### config.mk
export PLATFORM = sky130hd
export DESIGN_NAME = art_timer
export DESIGN_NICKNAME = d
export VERILOG_FILES = /design/src/pkg/art_pkg.sv /design/src/rtl/art_timer.sv
export VERILOG_INCLUDE_DIRS = /design/src /design/src/pkg
export SDC_FILE = /design/constraint.sdc
export NUM_CORES = 1
export LEC_CHECK = 0
export BUFFER_PORTS_ARGS = -buffer_cell sky130_fd_sc_hd__buf_2
export CAP_MARGIN = 20
export CORE_MARGIN = 5
export CORE_UTILIZATION = 51
export DETAILED_ROUTE_END_ITERATION = 10
export GPL_TIMING_DRIVEN = 0
export PLACE_DENSITY = 0.71
export SLEW_MARGIN = 15
export SYNTH_ARGS = -nofsm -noshare
export SYNTH_HDL_FRONTEND = slang
export SYNTH_SLANG_ARGS = --single-unit
### constraint.sdc
create_clock -name clk -period 7.75 [get_ports clk]
set_input_delay 0.775 -clock clk [delete_from_list [all_inputs] [get_ports clk]]
set_output_delay 0.775 -clock clk [all_outputs]
set_load 0.05 [all_outputs]
### src/pkg/art_params.svh
// Register offsets, field positions, reset values and timing constants of the auto-reload timer.
`ifndef ART_PARAMS_SVH
`define ART_PARAMS_SVH
`define ART_OFF_CSR 8'h00
`define ART_OFF_CNTH 8'h04
`define ART_OFF_CNTL 8'h08
`define ART_OFF_RLDH 8'h0C
`define ART_OFF_RLDL 8'h10
`define ART_OFF_PWMOE 8'h14
`define ART_OFF_CH0 8'h18
`define ART_OFF_CH1 8'h1C
`define ART_OFF_CH2 8'h20
`define ART_OFF_CH3 8'h24
`define ART_OFF_CTL2 8'h28
`define ART_OFF_CAPH 8'h2C
`define ART_OFF_CAPL 8'h30
`define ART_OFF_RLD2H 8'h34
`define ART_OFF_RLD2L 8'h38
`define ART_OFF_DUTY0 8'h3C
`define ART_CSR_CAPF 6
`define ART_CSR_CAPIE 5
`define ART_CSR_CKHI 4
`define ART_CSR_CKLO 3
`define ART_CSR_OVERFLOW_FLAG_ONE 2
`define ART_CSR_OVIE1 1
`define ART_CSR_COMPARE_IRQ_ENABLE 0
`define ART_CH_OPEN 3
`define ART_CH_ONE_PULSE_EDGE_SELECT 2
`define ART_CH_POL 1
`define ART_CH_CMPF 0
`define ART_CTL2_FORCE_OVERFLOW_TWO 7
`define ART_CTL2_FORCE_OVERFLOW_ONE 6
`define ART_CTL2_OVERFLOW_IRQ_ENABLE_TWO 4
`define ART_CTL2_OVERFLOW_FLAG_TWO 3
`define ART_CTL2_EN2 2
`define ART_CNT_MAX 12'hFFF
`define ART_CNT_ZERO 12'h000
`define ART_RESP_OKAY 2'b00
`define ART_RESP_SLVERR 2'b10
`define ART_CLK_MHZ 125
`define ART_FAST_MHZ 32
`endif

### src/pkg/art_pkg.sv
// Types shared by the auto-reload timer.
package art_pkg;
    typedef enum logic [1:0] {
        ART_CLK_OFF = 2'b00,
        ART_CLK_TICK = 2'b01,
        ART_CLK_CPU = 2'b10,
        ART_CLK_FAST = 2'b11
    } art_clksel_type;
endpackage

### src/rtl/art_timer.sv
// Auto-reload timer control, status, counters and compare with an AXI4-Lite slave.
//
// The address map and register access over AXI4-Lite were left to the implementer.
`timescale 1ns/1ps
`default_nettype none
`include "art_params.svh"
module art_timer #(
    parameter int CNT_W = 12
) (
    input wire logic clk,
    input wire logic rst,
    input wire logic [7:0] s_axi_awaddr,
    input wire logic s_axi_awvalid,
    output logic s_axi_awready,
    input wire logic [31:0] s_axi_wdata,
    input wire logic [3:0] s_axi_wstrb,
    input wire logic s_axi_wvalid,
    output logic s_axi_wready,
    output logic [1:0] s_axi_bresp,
    output logic s_axi_bvalid,
    input wire logic s_axi_bready,
    input wire logic [7:0] s_axi_araddr,
    input wire logic s_axi_arvalid,
    output logic s_axi_arready,
    output logic [31:0] s_axi_rdata,
    output logic [1:0] s_axi_rresp,
    output logic s_axi_rvalid,
    input wire logic s_axi_rready,
    input wire logic haltMode,
    input wire logic globalIrqMask,
    input wire logic liteTimerTick,
    input wire logic captureInput,
    input wire logic lite_timer_trigger_input,
    output logic irqCaptureCompare,
    output logic irqOverflow,
    output logic [3:0] pwmOut,
    output logic [3:0] pwmOutEnable
);
    localparam int FAST_STEP = `ART_FAST_MHZ;
    localparam int FAST_MOD = `ART_CLK_MHZ;

    logic [1:0] haltSync, tickSync, capSync, trigSync;
    logic tickPrev, capPrev, trigPrev;
    logic [CNT_W-1:0] counter_one, counter_two, reload_value_one, reload_value_two;
    logic [CNT_W-1:0] capture_value;
    logic [CNT_W-1:0] channel_duty_value [4];
    logic [7:0] fastAcc;
    logic capture_flag, capture_irq_enable, overflow_flag_one, overflow_irq_enable_one;
    logic compare_irq_enable, overflow_flag_two, overflow_irq_enable_two, counterTwoEnable;
    logic force_overflow_one, force_overflow_two;
    art_pkg::art_clksel_type counter_clock_select;
    logic [3:0] pwm_output_enable_reg, channel_polarity, channel_compare_flag;
    logic one_pulse_enable, one_pulse_edge_select, onePulseHold;
    logic awHeld, wHeld;
    logic [7:0] awAddr;
    logic [31:0] wData;
    logic [3:0] wStrb;

    function automatic logic [7:0] hiByte(input logic [CNT_W-1:0] v);
        return {4'h0, v[CNT_W-1:8]};
    endfunction

    // Halt, tick, capture and trigger inputs pass two flip-flops before use.
    always_ff @(posedge clk) begin
        haltSync <= {haltSync[0], haltMode};
        tickSync <= {tickSync[0], liteTimerTick};
        capSync <= {capSync[0], captureInput};
        trigSync <= {trigSync[0], lite_timer_trigger_input};
        tickPrev <= tickSync[1];
        capPrev <= capSync[1];
        trigPrev <= trigSync[1];
    end

    wire logic running = !haltSync[1];
    wire logic fastStep = (fastAcc + 8'(FAST_STEP)) >= 8'(FAST_MOD);
    logic tick;
    always_comb begin
        unique case (counter_clock_select)
            art_pkg::ART_CLK_OFF: tick = 1'b0;
            art_pkg::ART_CLK_TICK: tick = tickSync[1] && !tickPrev;
            art_pkg::ART_CLK_CPU: tick = 1'b1;
            art_pkg::ART_CLK_FAST: tick = fastStep;
        endcase
    end

    // A fractional accumulator approximates the 32 MHz rate.
    always_ff @(posedge clk) begin
        if (rst) begin
            fastAcc <= 8'h00;
        end else if (fastStep) begin
            fastAcc <= 8'(fastAcc + 8'(FAST_STEP) - 8'(FAST_MOD));
        end else begin
            fastAcc <= 8'(fastAcc + 8'(FAST_STEP));
        end
    end

    wire logic step = running && tick;
    wire logic wrap1 = step && counter_one == `ART_CNT_MAX;
    wire logic wrap2 = step && counterTwoEnable && counter_two == `ART_CNT_MAX;
    wire logic trigEdge = one_pulse_edge_select ? (trigSync[1] && !trigPrev)
                                                : (!trigSync[1] && trigPrev);
    wire logic opRestart = one_pulse_enable && counterTwoEnable && running && trigEdge
                           && !onePulseHold;

    // Counter one with forced and natural overflow.
    always_ff @(posedge clk) begin
        if (rst) begin
            counter_one <= `ART_CNT_ZERO;
        end else if (force_overflow_one && running && counter_one != `ART_CNT_MAX) begin
            counter_one <= `ART_CNT_MAX;
        end else if (wrap1) begin
            counter_one <= reload_value_one;
        end else if (step) begin
            counter_one <= counter_one + 1'b1;
        end
    end

    // Counter two; one-pulse trigger restarts it from zero.
    always_ff @(posedge clk) begin
        if (rst) begin
            counter_two <= `ART_CNT_ZERO;
        end else if (opRestart) begin
            counter_two <= `ART_CNT_ZERO;
        end else if (force_overflow_two && running && counter_two != `ART_CNT_MAX) begin
            counter_two <= `ART_CNT_MAX;
        end else if (wrap2) begin
            counter_two <= reload_value_two;
        end else if (step && counterTwoEnable) begin
            counter_two <= counter_two + 1'b1;
        end
    end

    // Further triggers are ignored until counter two reaches channel three duty.
    always_ff @(posedge clk) begin
        if (rst || !one_pulse_enable) begin
            onePulseHold <= 1'b0;
        end else if (opRestart) begin
            onePulseHold <= 1'b1;
        end else if (counter_two == channel_duty_value[3]) begin
            onePulseHold <= 1'b0;
        end
    end

    wire logic awFire = s_axi_awvalid && s_axi_awready;
    wire logic wFire = s_axi_wvalid && s_axi_wready;
    wire logic doWrite = awHeld && wHeld && !s_axi_bvalid;
    wire logic doRead = s_axi_arvalid && s_axi_arready;
    wire logic readCsr = doRead && s_axi_araddr == `ART_OFF_CSR;
    wire logic readCap = doRead && (s_axi_araddr == `ART_OFF_CAPH || s_axi_araddr == `ART_OFF_CAPL);
    wire logic readCtl2 = doRead && s_axi_araddr == `ART_OFF_CTL2;
    wire logic wrCtl2 = doWrite && awAddr == `ART_OFF_CTL2 && wStrb[0];
    wire logic capEdge = capSync[1] && !capPrev && running;

    // Write address and data are taken in either order.
    always_ff @(posedge clk) begin
        if (rst) begin
            awHeld <= 1'b0;
            wHeld <= 1'b0;
            awAddr <= 8'h00;
            wData <= 32'h0000_0000;
            wStrb <= 4'h0;
        end else begin
            if (awFire) begin
                awHeld <= 1'b1;
                awAddr <= s_axi_awaddr;
            end else if (doWrite) begin
                awHeld <= 1'b0;
            end
            if (wFire) begin
                wHeld <= 1'b1;
                wData <= s_axi_wdata;
                wStrb <= s_axi_wstrb;
            end else if (doWrite) begin
                wHeld <= 1'b0;
            end
        end
    end

    // Ready flags are registered from the next held and response states.
    always_ff @(posedge clk) begin
        if (rst) begin
            s_axi_awready <= 1'b0;
            s_axi_wready <= 1'b0;
            s_axi_arready <= 1'b0;
        end else begin
            s_axi_awready <= !(awFire || (awHeld && !doWrite))
                             && !(doWrite || (s_axi_bvalid && !s_axi_bready));
            s_axi_wready <= !(wFire || (wHeld && !doWrite))
                            && !(doWrite || (s_axi_bvalid && !s_axi_bready));
            s_axi_arready <= !(doRead || (s_axi_rvalid && !s_axi_rready));
        end
    end

    // Software-written control fields.
    always_ff @(posedge clk) begin
        if (rst) begin
            capture_irq_enable <= 1'b0;
            counter_clock_select <= art_pkg::ART_CLK_OFF;
            overflow_irq_enable_one <= 1'b0;
            compare_irq_enable <= 1'b0;
            reload_value_one <= `ART_CNT_ZERO;
            reload_value_two <= `ART_CNT_ZERO;
            pwm_output_enable_reg <= 4'h0;
            channel_polarity <= 4'h0;
            one_pulse_enable <= 1'b0;
            one_pulse_edge_select <= 1'b0;
            overflow_irq_enable_two <= 1'b0;
            counterTwoEnable <= 1'b0;
            for (int i = 0; i < 4; i++) begin
                channel_duty_value[i] <= `ART_CNT_ZERO;
            end
        end else if (doWrite && wStrb[0]) begin
            unique case (awAddr)
                `ART_OFF_CSR: begin
                    capture_irq_enable <= wData[`ART_CSR_CAPIE];
                    counter_clock_select <= art_pkg::art_clksel_type'(
                        wData[`ART_CSR_CKHI:`ART_CSR_CKLO]);
                    overflow_irq_enable_one <= wData[`ART_CSR_OVIE1];
                    compare_irq_enable <= wData[`ART_CSR_COMPARE_IRQ_ENABLE];
                end
                `ART_OFF_RLDH: reload_value_one[CNT_W-1:8] <= wData[3:0];
                `ART_OFF_RLDL: reload_value_one[7:0] <= wData[7:0];
                `ART_OFF_RLD2H: reload_value_two[CNT_W-1:8] <= wData[3:0];
                `ART_OFF_RLD2L: reload_value_two[7:0] <= wData[7:0];
                `ART_OFF_PWMOE: pwm_output_enable_reg <= {wData[6], wData[4], wData[2], wData[0]};
                `ART_OFF_CH0: channel_polarity[0] <= wData[`ART_CH_POL];
                `ART_OFF_CH1: channel_polarity[1] <= wData[`ART_CH_POL];
                `ART_OFF_CH2: channel_polarity[2] <= wData[`ART_CH_POL];
                `ART_OFF_CH3: begin
                    channel_polarity[3] <= wData[`ART_CH_POL];
                    one_pulse_enable <= wData[`ART_CH_OPEN];
                    one_pulse_edge_select <= wData[`ART_CH_ONE_PULSE_EDGE_SELECT];
                end
                `ART_OFF_CTL2: begin
                    overflow_irq_enable_two <= wData[`ART_CTL2_OVERFLOW_IRQ_ENABLE_TWO];
                    counterTwoEnable <= wData[`ART_CTL2_EN2];
                end
                `ART_OFF_DUTY0: channel_duty_value[0] <= wData[CNT_W-1:0];
                `ART_OFF_DUTY0 + 8'h04: channel_duty_value[1] <= wData[CNT_W-1:0];
                `ART_OFF_DUTY0 + 8'h08: channel_duty_value[2] <= wData[CNT_W-1:0];
                `ART_OFF_DUTY0 + 8'h0C: channel_duty_value[3] <= wData[CNT_W-1:0];
                default: ;
            endcase
        end
    end

    // Force bits: software sets, hardware clears after the overflow.
    always_ff @(posedge clk) begin
        if (rst) begin
            force_overflow_one <= 1'b0;
            force_overflow_two <= 1'b0;
        end else begin
            if (wrCtl2 && wData[`ART_CTL2_FORCE_OVERFLOW_ONE]) begin
                force_overflow_one <= 1'b1;
            end else if (force_overflow_one && wrap1) begin
                force_overflow_one <= 1'b0;
            end
            if (wrCtl2 && wData[`ART_CTL2_FORCE_OVERFLOW_TWO]) begin
                force_overflow_two <= 1'b1;
            end else if (force_overflow_two && wrap2) begin
                force_overflow_two <= 1'b0;
            end
        end
    end

    // Status flags; an overflow set in the clearing cycle wins, a capture edge in the capture clearing cycle is lost.
    always_ff @(posedge clk) begin
        if (rst) begin
            overflow_flag_one <= 1'b0;
            overflow_flag_two <= 1'b0;
            capture_flag <= 1'b0;
            capture_value <= `ART_CNT_ZERO;
        end else begin
            if (wrap1) begin
                overflow_flag_one <= 1'b1;
            end else if (readCsr) begin
                overflow_flag_one <= 1'b0;
            end
            if (wrap2 || opRestart) begin
                overflow_flag_two <= 1'b1;
            end else if (readCtl2) begin
                overflow_flag_two <= 1'b0;
            end
            if (capEdge && !capture_flag) begin
                capture_flag <= 1'b1;
                capture_value <= counter_one;
            end else if (readCap) begin
                capture_flag <= 1'b0;
            end
        end
    end

    // Compare flags and PWM outputs; channels two and three follow counter two when enabled.
    always_ff @(posedge clk) begin
        if (rst) begin
            channel_compare_flag <= 4'h0;
            pwmOut <= 4'h0;
            pwmOutEnable <= 4'h0;
        end else begin
            pwmOutEnable <= pwm_output_enable_reg;
            for (int i = 0; i < 4; i++) begin
                logic [CNT_W-1:0] cnt;
                logic useTwo;
                useTwo = counterTwoEnable && i >= 2;
                cnt = useTwo ? counter_two : counter_one;
                if (cnt == channel_duty_value[i] && running) begin
                    channel_compare_flag[i] <= 1'b1;
                end else if (doRead && s_axi_araddr == `ART_OFF_CH0 + 8'(4 * i)) begin
                    channel_compare_flag[i] <= 1'b0;
                end
                pwmOut[i] <= pwm_output_enable_reg[i] &&
                             ((cnt >= channel_duty_value[i]) ^ channel_polarity[i]);
            end
        end
    end

    // Interrupt requests behind the enables and the global mask.
    always_ff @(posedge clk) begin
        if (rst) begin
            irqCaptureCompare <= 1'b0;
            irqOverflow <= 1'b0;
        end else begin
            irqCaptureCompare <= !globalIrqMask && ((capture_flag && capture_irq_enable)
                || (|channel_compare_flag && compare_irq_enable));
            irqOverflow <= !globalIrqMask && ((overflow_flag_one && overflow_irq_enable_one)
                || (overflow_flag_two && overflow_irq_enable_two));
        end
    end

    // Write response and read data.
    always_ff @(posedge clk) begin
        if (rst) begin
            s_axi_bvalid <= 1'b0;
            s_axi_bresp <= `ART_RESP_OKAY;
            s_axi_rvalid <= 1'b0;
            s_axi_rresp <= `ART_RESP_OKAY;
            s_axi_rdata <= 32'h0000_0000;
        end else begin
            if (doWrite) begin
                s_axi_bvalid <= 1'b1;
                s_axi_bresp <= (awAddr <= `ART_OFF_DUTY0 + 8'h0C && awAddr[1:0] == 2'b00)
                               ? `ART_RESP_OKAY : `ART_RESP_SLVERR;
            end else if (s_axi_bready) begin
                s_axi_bvalid <= 1'b0;
            end
            if (doRead) begin
                s_axi_rvalid <= 1'b1;
                s_axi_rresp <= `ART_RESP_OKAY;
                unique case (s_axi_araddr)
                    `ART_OFF_CSR: s_axi_rdata <= {25'h0, capture_flag, capture_irq_enable,
                        counter_clock_select, overflow_flag_one, overflow_irq_enable_one,
                        compare_irq_enable};
                    `ART_OFF_CNTH: s_axi_rdata <= {24'h0, hiByte(counter_one)};
                    `ART_OFF_CNTL: s_axi_rdata <= {24'h0, counter_one[7:0]};
                    `ART_OFF_RLDH: s_axi_rdata <= {24'h0, hiByte(reload_value_one)};
                    `ART_OFF_RLDL: s_axi_rdata <= {24'h0, reload_value_one[7:0]};
                    `ART_OFF_PWMOE: s_axi_rdata <= {25'h0, pwm_output_enable_reg[3], 1'b0,
                        pwm_output_enable_reg[2], 1'b0, pwm_output_enable_reg[1], 1'b0,
                        pwm_output_enable_reg[0]};
                    `ART_OFF_CH0, `ART_OFF_CH1, `ART_OFF_CH2: s_axi_rdata <= {30'h0,
                        channel_polarity[s_axi_araddr[3:2] - 2'd2],
                        channel_compare_flag[s_axi_araddr[3:2] - 2'd2]};
                    `ART_OFF_CH3: s_axi_rdata <= {28'h0, one_pulse_enable,
                        one_pulse_edge_select, channel_polarity[3],
                        channel_compare_flag[3]};
                    `ART_OFF_CTL2: s_axi_rdata <= {24'h0, force_overflow_two,
                        force_overflow_one, 1'b0, overflow_irq_enable_two,
                        overflow_flag_two, counterTwoEnable, 2'b00};
                    `ART_OFF_CAPH: s_axi_rdata <= {24'h0, hiByte(capture_value)};
                    `ART_OFF_CAPL: s_axi_rdata <= {24'h0, capture_value[7:0]};
                    `ART_OFF_RLD2H: s_axi_rdata <= {24'h0, hiByte(reload_value_two)};
                    `ART_OFF_RLD2L: s_axi_rdata <= {24'h0, reload_value_two[7:0]};
                    default: begin
                        s_axi_rdata <= 32'h0000_0000;
                        s_axi_rresp <= (s_axi_araddr >= `ART_OFF_DUTY0
                            && s_axi_araddr <= `ART_OFF_DUTY0 + 8'h0C)
                            ? `ART_RESP_OKAY : `ART_RESP_SLVERR;
                    end
                endcase
            end else if (s_axi_rready) begin
                s_axi_rvalid <= 1'b0;
            end
        end
    end

    force_clear_a: assert property (@(posedge clk) disable iff (rst)
        force_overflow_one && wrap1 && !wrCtl2 |=> !force_overflow_one)
        else $error("Force bit one not cleared after overflow.");
    reload_load_a: assert property (@(posedge clk) disable iff (rst)
        wrap1 && !force_overflow_one |=> counter_one == $past(reload_value_one))
        else $error("Counter one not reloaded on overflow.");
    force_load_a: assert property (@(posedge clk) disable iff (rst)
        force_overflow_one && running && counter_one != `ART_CNT_MAX
        |=> counter_one == `ART_CNT_MAX)
        else $error("Force did not load the maximum value.");
    halt_stop_a: assert property (@(posedge clk) disable iff (rst)
        haltSync[1] && !force_overflow_one |=> $stable(counter_one))
        else $error("Counter moved while halted.");
    ovf_flag_a: assert property (@(posedge clk) disable iff (rst)
        wrap1 |=> overflow_flag_one)
        else $error("Overflow flag one not set.");
    off_clock_a: assert property (@(posedge clk) disable iff (rst)
        counter_clock_select == art_pkg::ART_CLK_OFF && !force_overflow_one
        |=> $stable(counter_one))
        else $error("Counter moved with clock off.");
    irq_mask_a: assert property (@(posedge clk) disable iff (rst)
        globalIrqMask |=> !irqOverflow && !irqCaptureCompare)
        else $error("Interrupt raised while masked.");
    cap_hold_a: assert property (@(posedge clk) disable iff (rst)
        capture_flag && !readCap |=> capture_flag && $stable(capture_value))
        else $error("Capture flag or value lost.");
    cmp_flag_a: assert property (@(posedge clk) disable iff (rst)
        running && counter_one == channel_duty_value[0] |=> channel_compare_flag[0])
        else $error("Compare flag zero not set on match.");
endmodule
`default_nettype wire

After elaboration in Yosys (flattened, before gate mapping)
Memories as Yosys holds them, arrays and structs flattened.
Index checks and enable logic that the tools add are counted.
- memories: 1
- memory bits (writable): 48
- word-level logic and storage cells: 305
- output and inout bits: 51
- bits in registers: 180
- input bits: 64
- memory list (name ; words ; bits a word ; read ports ; clocked after memory_dff ; write ports ; line ; RTL):
    channel_duty_value ; 4 ; 12 ; 4 ; 0 ; 4 ; art_timer.sv:46 ; logic [CNT_W-1:0] channel_duty_value [4];
- multiplexer cells: 67
- equal/unequal tests: 40
- magnitude comparators: 9
- add/sub/neg operators: 5
- bitwise operators: 8
- reductions and logical operators: 120
- operators by type and width (cell ; number):
    12-bit two-way mux ; 11
    8-bit by 6-bit equality test with 1-bit output (second input constant) ; 13
    8-bit case mux with 13 select lines ; 1
    8-bit by 5-bit equality test with 1-bit output (second input constant) ; 8
    12-bit equality test ; 5
    1-bit logical AND ; 59
    12-bit greater-or-equal comparator ; 4
    1-bit two-way mux ; 48
    2-bit nonzero test ; 14
    12-bit by 1-bit adder with 12-bit output (second input constant) ; 2
    12-bit equality test (second input constant) ; 2
    8-bit by 4-bit equality test with 1-bit output (second input constant) ; 3
    8-bit by 7-bit equality test with 1-bit output (second input constant) ; 3
    12-bit inequality test (second input constant) ; 2
    2-bit AND reduction ; 11
    1-bit logical NOT ; 17
    8-bit by 7-bit less-or-equal comparator with 1-bit output (second input constant) ; 2
    8-bit logical NOT ; 2
    15-bit OR reduction ; 1
    1-bit logical OR ; 9
    8-bit by 6-bit adder with 8-bit output (second input constant) ; 1
    8-bit by 3-bit equality test with 1-bit output (second input constant) ; 1
    8-bit by 6-bit greater-or-equal comparator with 1-bit output (second input constant) ; 1
    8-bit by 7-bit greater-or-equal comparator with 1-bit output (second input constant) ; 1
    16 further kinds ; 28

Logic depth before layout (Yosys ltp)
- word-level depth: 9
- depth in mapped cells: 10
- gate-level depth less buffers: 8

Worst setup path before layout
No wires, ideal clock.
- path kind: flip-flop to flip-flop
- from: register counterTwoEnable
- to: register pwmOut[2]
- slack: 5.040 ns
- buffers on the path: 2
- setup time: 0.116 ns
- clock period less this slack: 2.710 ns
- data arrival time: 2.594 ns
- stages on the path, launching flop included: 11
- required time: 7.634 ns
- cell sequence: dfxtp_1 buf_1 clkbuf_1 nand2_1 o21ai_0 ha_1 a21o_1 a221o_1 a221o_1 or3_1 and3_1
- cells in the longest elaborated chain, start to end: 4
- RTL lines (what ; line ; RTL):
    start: declaration ; art_timer.sv:49 ; logic compare_irq_enable, overflow_flag_two, overflow_irq_enable_two, counterTwoEnable;
    start signal: assignment ; art_timer.sv:236 ; counterTwoEnable <= wData[`ART_CTL2_EN2];
    12-bit two-way mux ; art_timer.sv:305 ; cnt = useTwo ? counter_two : counter_one;
    12-bit greater-or-equal comparator ; art_timer.sv:312 ; ((cnt >= channel_duty_value[i]) ^ channel_polarity[i]);
    1-bit bitwise XOR ; art_timer.sv:312 ;
    1-bit logical AND ; art_timer.sv:311 ; pwmOut[i] <= pwm_output_enable_reg[i] &&
    end signal: indexed assignment ; art_timer.sv:311 ;
    end: declaration ; art_timer.sv:36 ; output logic [3:0] pwmOut,
Every way passes these cells.
A chain may end at the register's enable or synchronous reset.

Worst setup path after layout
Same ends and word-level chain as after synthesis.

==> reports/metrics.csv <==
stage,metric,value,unit
power_and_ir_drop,max-vdd-ir-drop,0.1612,mV
critical_path,cp.required,8.15,ns
final_layout,layout.cells.most_common_list,"154 x nand2_1, 154 x dfxtp_1, 103 x a21oi_1",
power_and_ir_drop,power,2.372,mW
routing,first_pass_iters,6,
run,max-cap-violations,0,
sta,slew_viol_final,0,
die,start_util,51.55,%
critical_path,crit_fanout,10,
power_and_ir_drop,p_per_area,193.1,nW/µm²
clocking,postCtsHoldBufs,0,
global_route,grt_overflow_total,0,
sta,max_freq,310.7,MHz
sta,setup_ws,4.532,ns
sta,finalSetupTns,0,ns
global_route,grt_pass1_wl,50.77,mm
die,die-area,24120,µm²
synthesis,avgSynthCellArea,8.899,µm²
critical_path,crit_path_end_kind,register,
routing,vias_per_cell,5.867,
routing,drcViolationCount,0,
sta,setup_viol,0,
power_and_ir_drop,power.leakage,4.906,nW
clocking,htree_levels,1,
synthesis,synth-async-reset-ratio,0,%
routing,detail-route-antenna-nets,0,
synthesis,syn_area,10770,µm²
synthesis,synthTopCellsByArea,"dfxtp_1 29%, edfxtp_1 13%, ha_1 6.3%",
global_route,grt_max_degree,15,
routing,num_vias,9481,
critical_path,critical_path_arrival,3.62,ns
final_layout,final_nets,1444,
clocking,clk_latency,0.52,ns
sta,finalCritPeriodShare,41.53,%
sta,maxSlewHeadroom,23.43,%
clocking,numCtsBuffers,23,
place,hpwl,24.56,mm
clocking,cts.reportedPaths.clkPinSlew,0.06,ns
die,core_area,20890,µm²
final_layout,drive_gt1_share,13.51,%
sta,hold_violations,0,
synthesis,synth_edf_count,48,
place,gp_congestion,1.041,
global_route,grtUsageTotal,27.00,%
sta,finalCriticalPeriod,3.218,ns
routing,drt_iter0_drc,938,
synthesis,ys_seq_elements,202,
synthesis,synth.distinct_cells,76,
final_layout,final_cells,1616,
place,place_ws,4.493,ns
clocking,clockRootBuffer,clkbuf_16,
routing,wl_per_cell,20.58,µm
sta,tightestPinTransition,1.133,ns
final_layout,area_growth,14.08,%
synthesis,ys.flop_type,dfxtp_1,
clocking,cts.sinks,202,
sta,holdWs,0.3262,ns
place,post-place-cells,1572,
clocking,cts_resized,0,
place,port_buffers,62,
routing,totalWireLength,33.26,mm
global_route,grt_pass1_vias,8832,
global_route,antenna_found_initial,2,
die,rows,53,
sta,skew,0.01695,ns
final_layout,largest_reg_flops,48,
synthesis,syn_inst,1210,
clocking,cts_tree,done,
die,die_w,155.3,µm
critical_path,r2r_setup_slack,4.53,ns
synthesis,synth_top_area_share,28.63,%
sta,rsz0062_at_grt,no,
synthesis,yosys.area.top_type,dfxtp_1,
clocking,cts_buffer_depth,3,
hold_path,hp-class,register to register,
critical_path,cp-start-kind,register,
synthesis,ys_seq_area_share,42.02,%
clocking,cts_setup_buffers,0,
final_layout,nFillCells,1908,
final_layout,largest-register,channel_duty_value,
critical_path,critical_path_class,register to register,
outcome,outcome,completed,
die,die_y,155.3,µm
die,io_pins,115,
synthesis,yosys_warnings,0,
[cell families after synthesis]
logic type,synth area share (%)
multiplexers,4.660
XOR/XNOR,1.952
flip-flops,42.02
buffers and inverters,6.995
adder cells (fa/ha/maj),6.275
other,0.03483
AO/OA/AOI/OAI,14.82
AND/OR/NAND/NOR,23.25
[through the flow]
stage / instance area (µm²) / utilization (%)
after floorplan: 10860 / -
after global placement: 11520 / 55.13
after detailed placement: 11530 / 55.19
after CTS: 12260 / 58.69
after global routing: 12280 / 58.80
final: 12280 / 58.81
[worst max-delay path: stages, from the launching register on]
cell	delay [ns]
dfxtp_1	0.40
buf_1	0.48
clkbuf_1	0.36
nand2_1	0.10
o21ai_0	0.13
ha_1	0.31
a21o_1	0.18
a221o_1	0.33
a221o_1	0.33
or3_1	0.31
and3_1	0.18
[Yosys cell counts, types with 20 or more instances]
cell type  number
nor3_1         20
clkbuf_1       47
mux2i_1        31
buf_4          27
o21ai_0        38
nand2_1       154
and2_1         55
edfxtp_1       48
nor2_1         63
inv_1          72
ha_1           54
nand3_1        46
dfxtp_1       154
a21oi_1       103
[final cells by class]
class	count	area, µm²	area share (%)
clock buffer	28	635.6	5.174
timing repair buffer	66	332.8	2.709
multi-input combinational	864	5597	45.56
tap	275	344.1	2.801
antenna	1	2.502	0.02037
sequential	202	4524	36.83
buffer	97	483.0	3.932
inverter	72	270.3	2.200
clock inverter	11	95.09	0.7741
[path summary, 6_finish.rpt]
| path | start | endpoint | depth (start not counted) |
|---|---|---|---|
| setup / recovery | counterTwoEnable | pwmOut[2] | 10 |
| hold / removal | tickSync[0] | tickSync[1] | 0 |
| setup reg to reg | counterTwoEnable | pwmOut[2] | 10 |
| hold reg to reg | tickSync[0] | tickSync[1] | 0 |
[metal layers]
layer / up-vias / routed length, µm / GRT usage, % / part of all wire [%]
met3: 104 / 3124 / 5.118 / 9.4
met5: - / 14 / 0 / 0.042
li1: 4488 / - / - / -
met4: 2 / 1434 / 9.629 / 4.3
met2: 467 / 14910 / 42.95 / 45
met1: 4420 / 13780 / 36.90 / 41
[power breakdown]
part	internal, mW	leakage, nW	switching [mW]
clock	0.616	0.353	0.443
sequential	1.10	1.74	0.0198
combinational	0.0561	2.81	0.136
(Power assumes the default switching activity.)
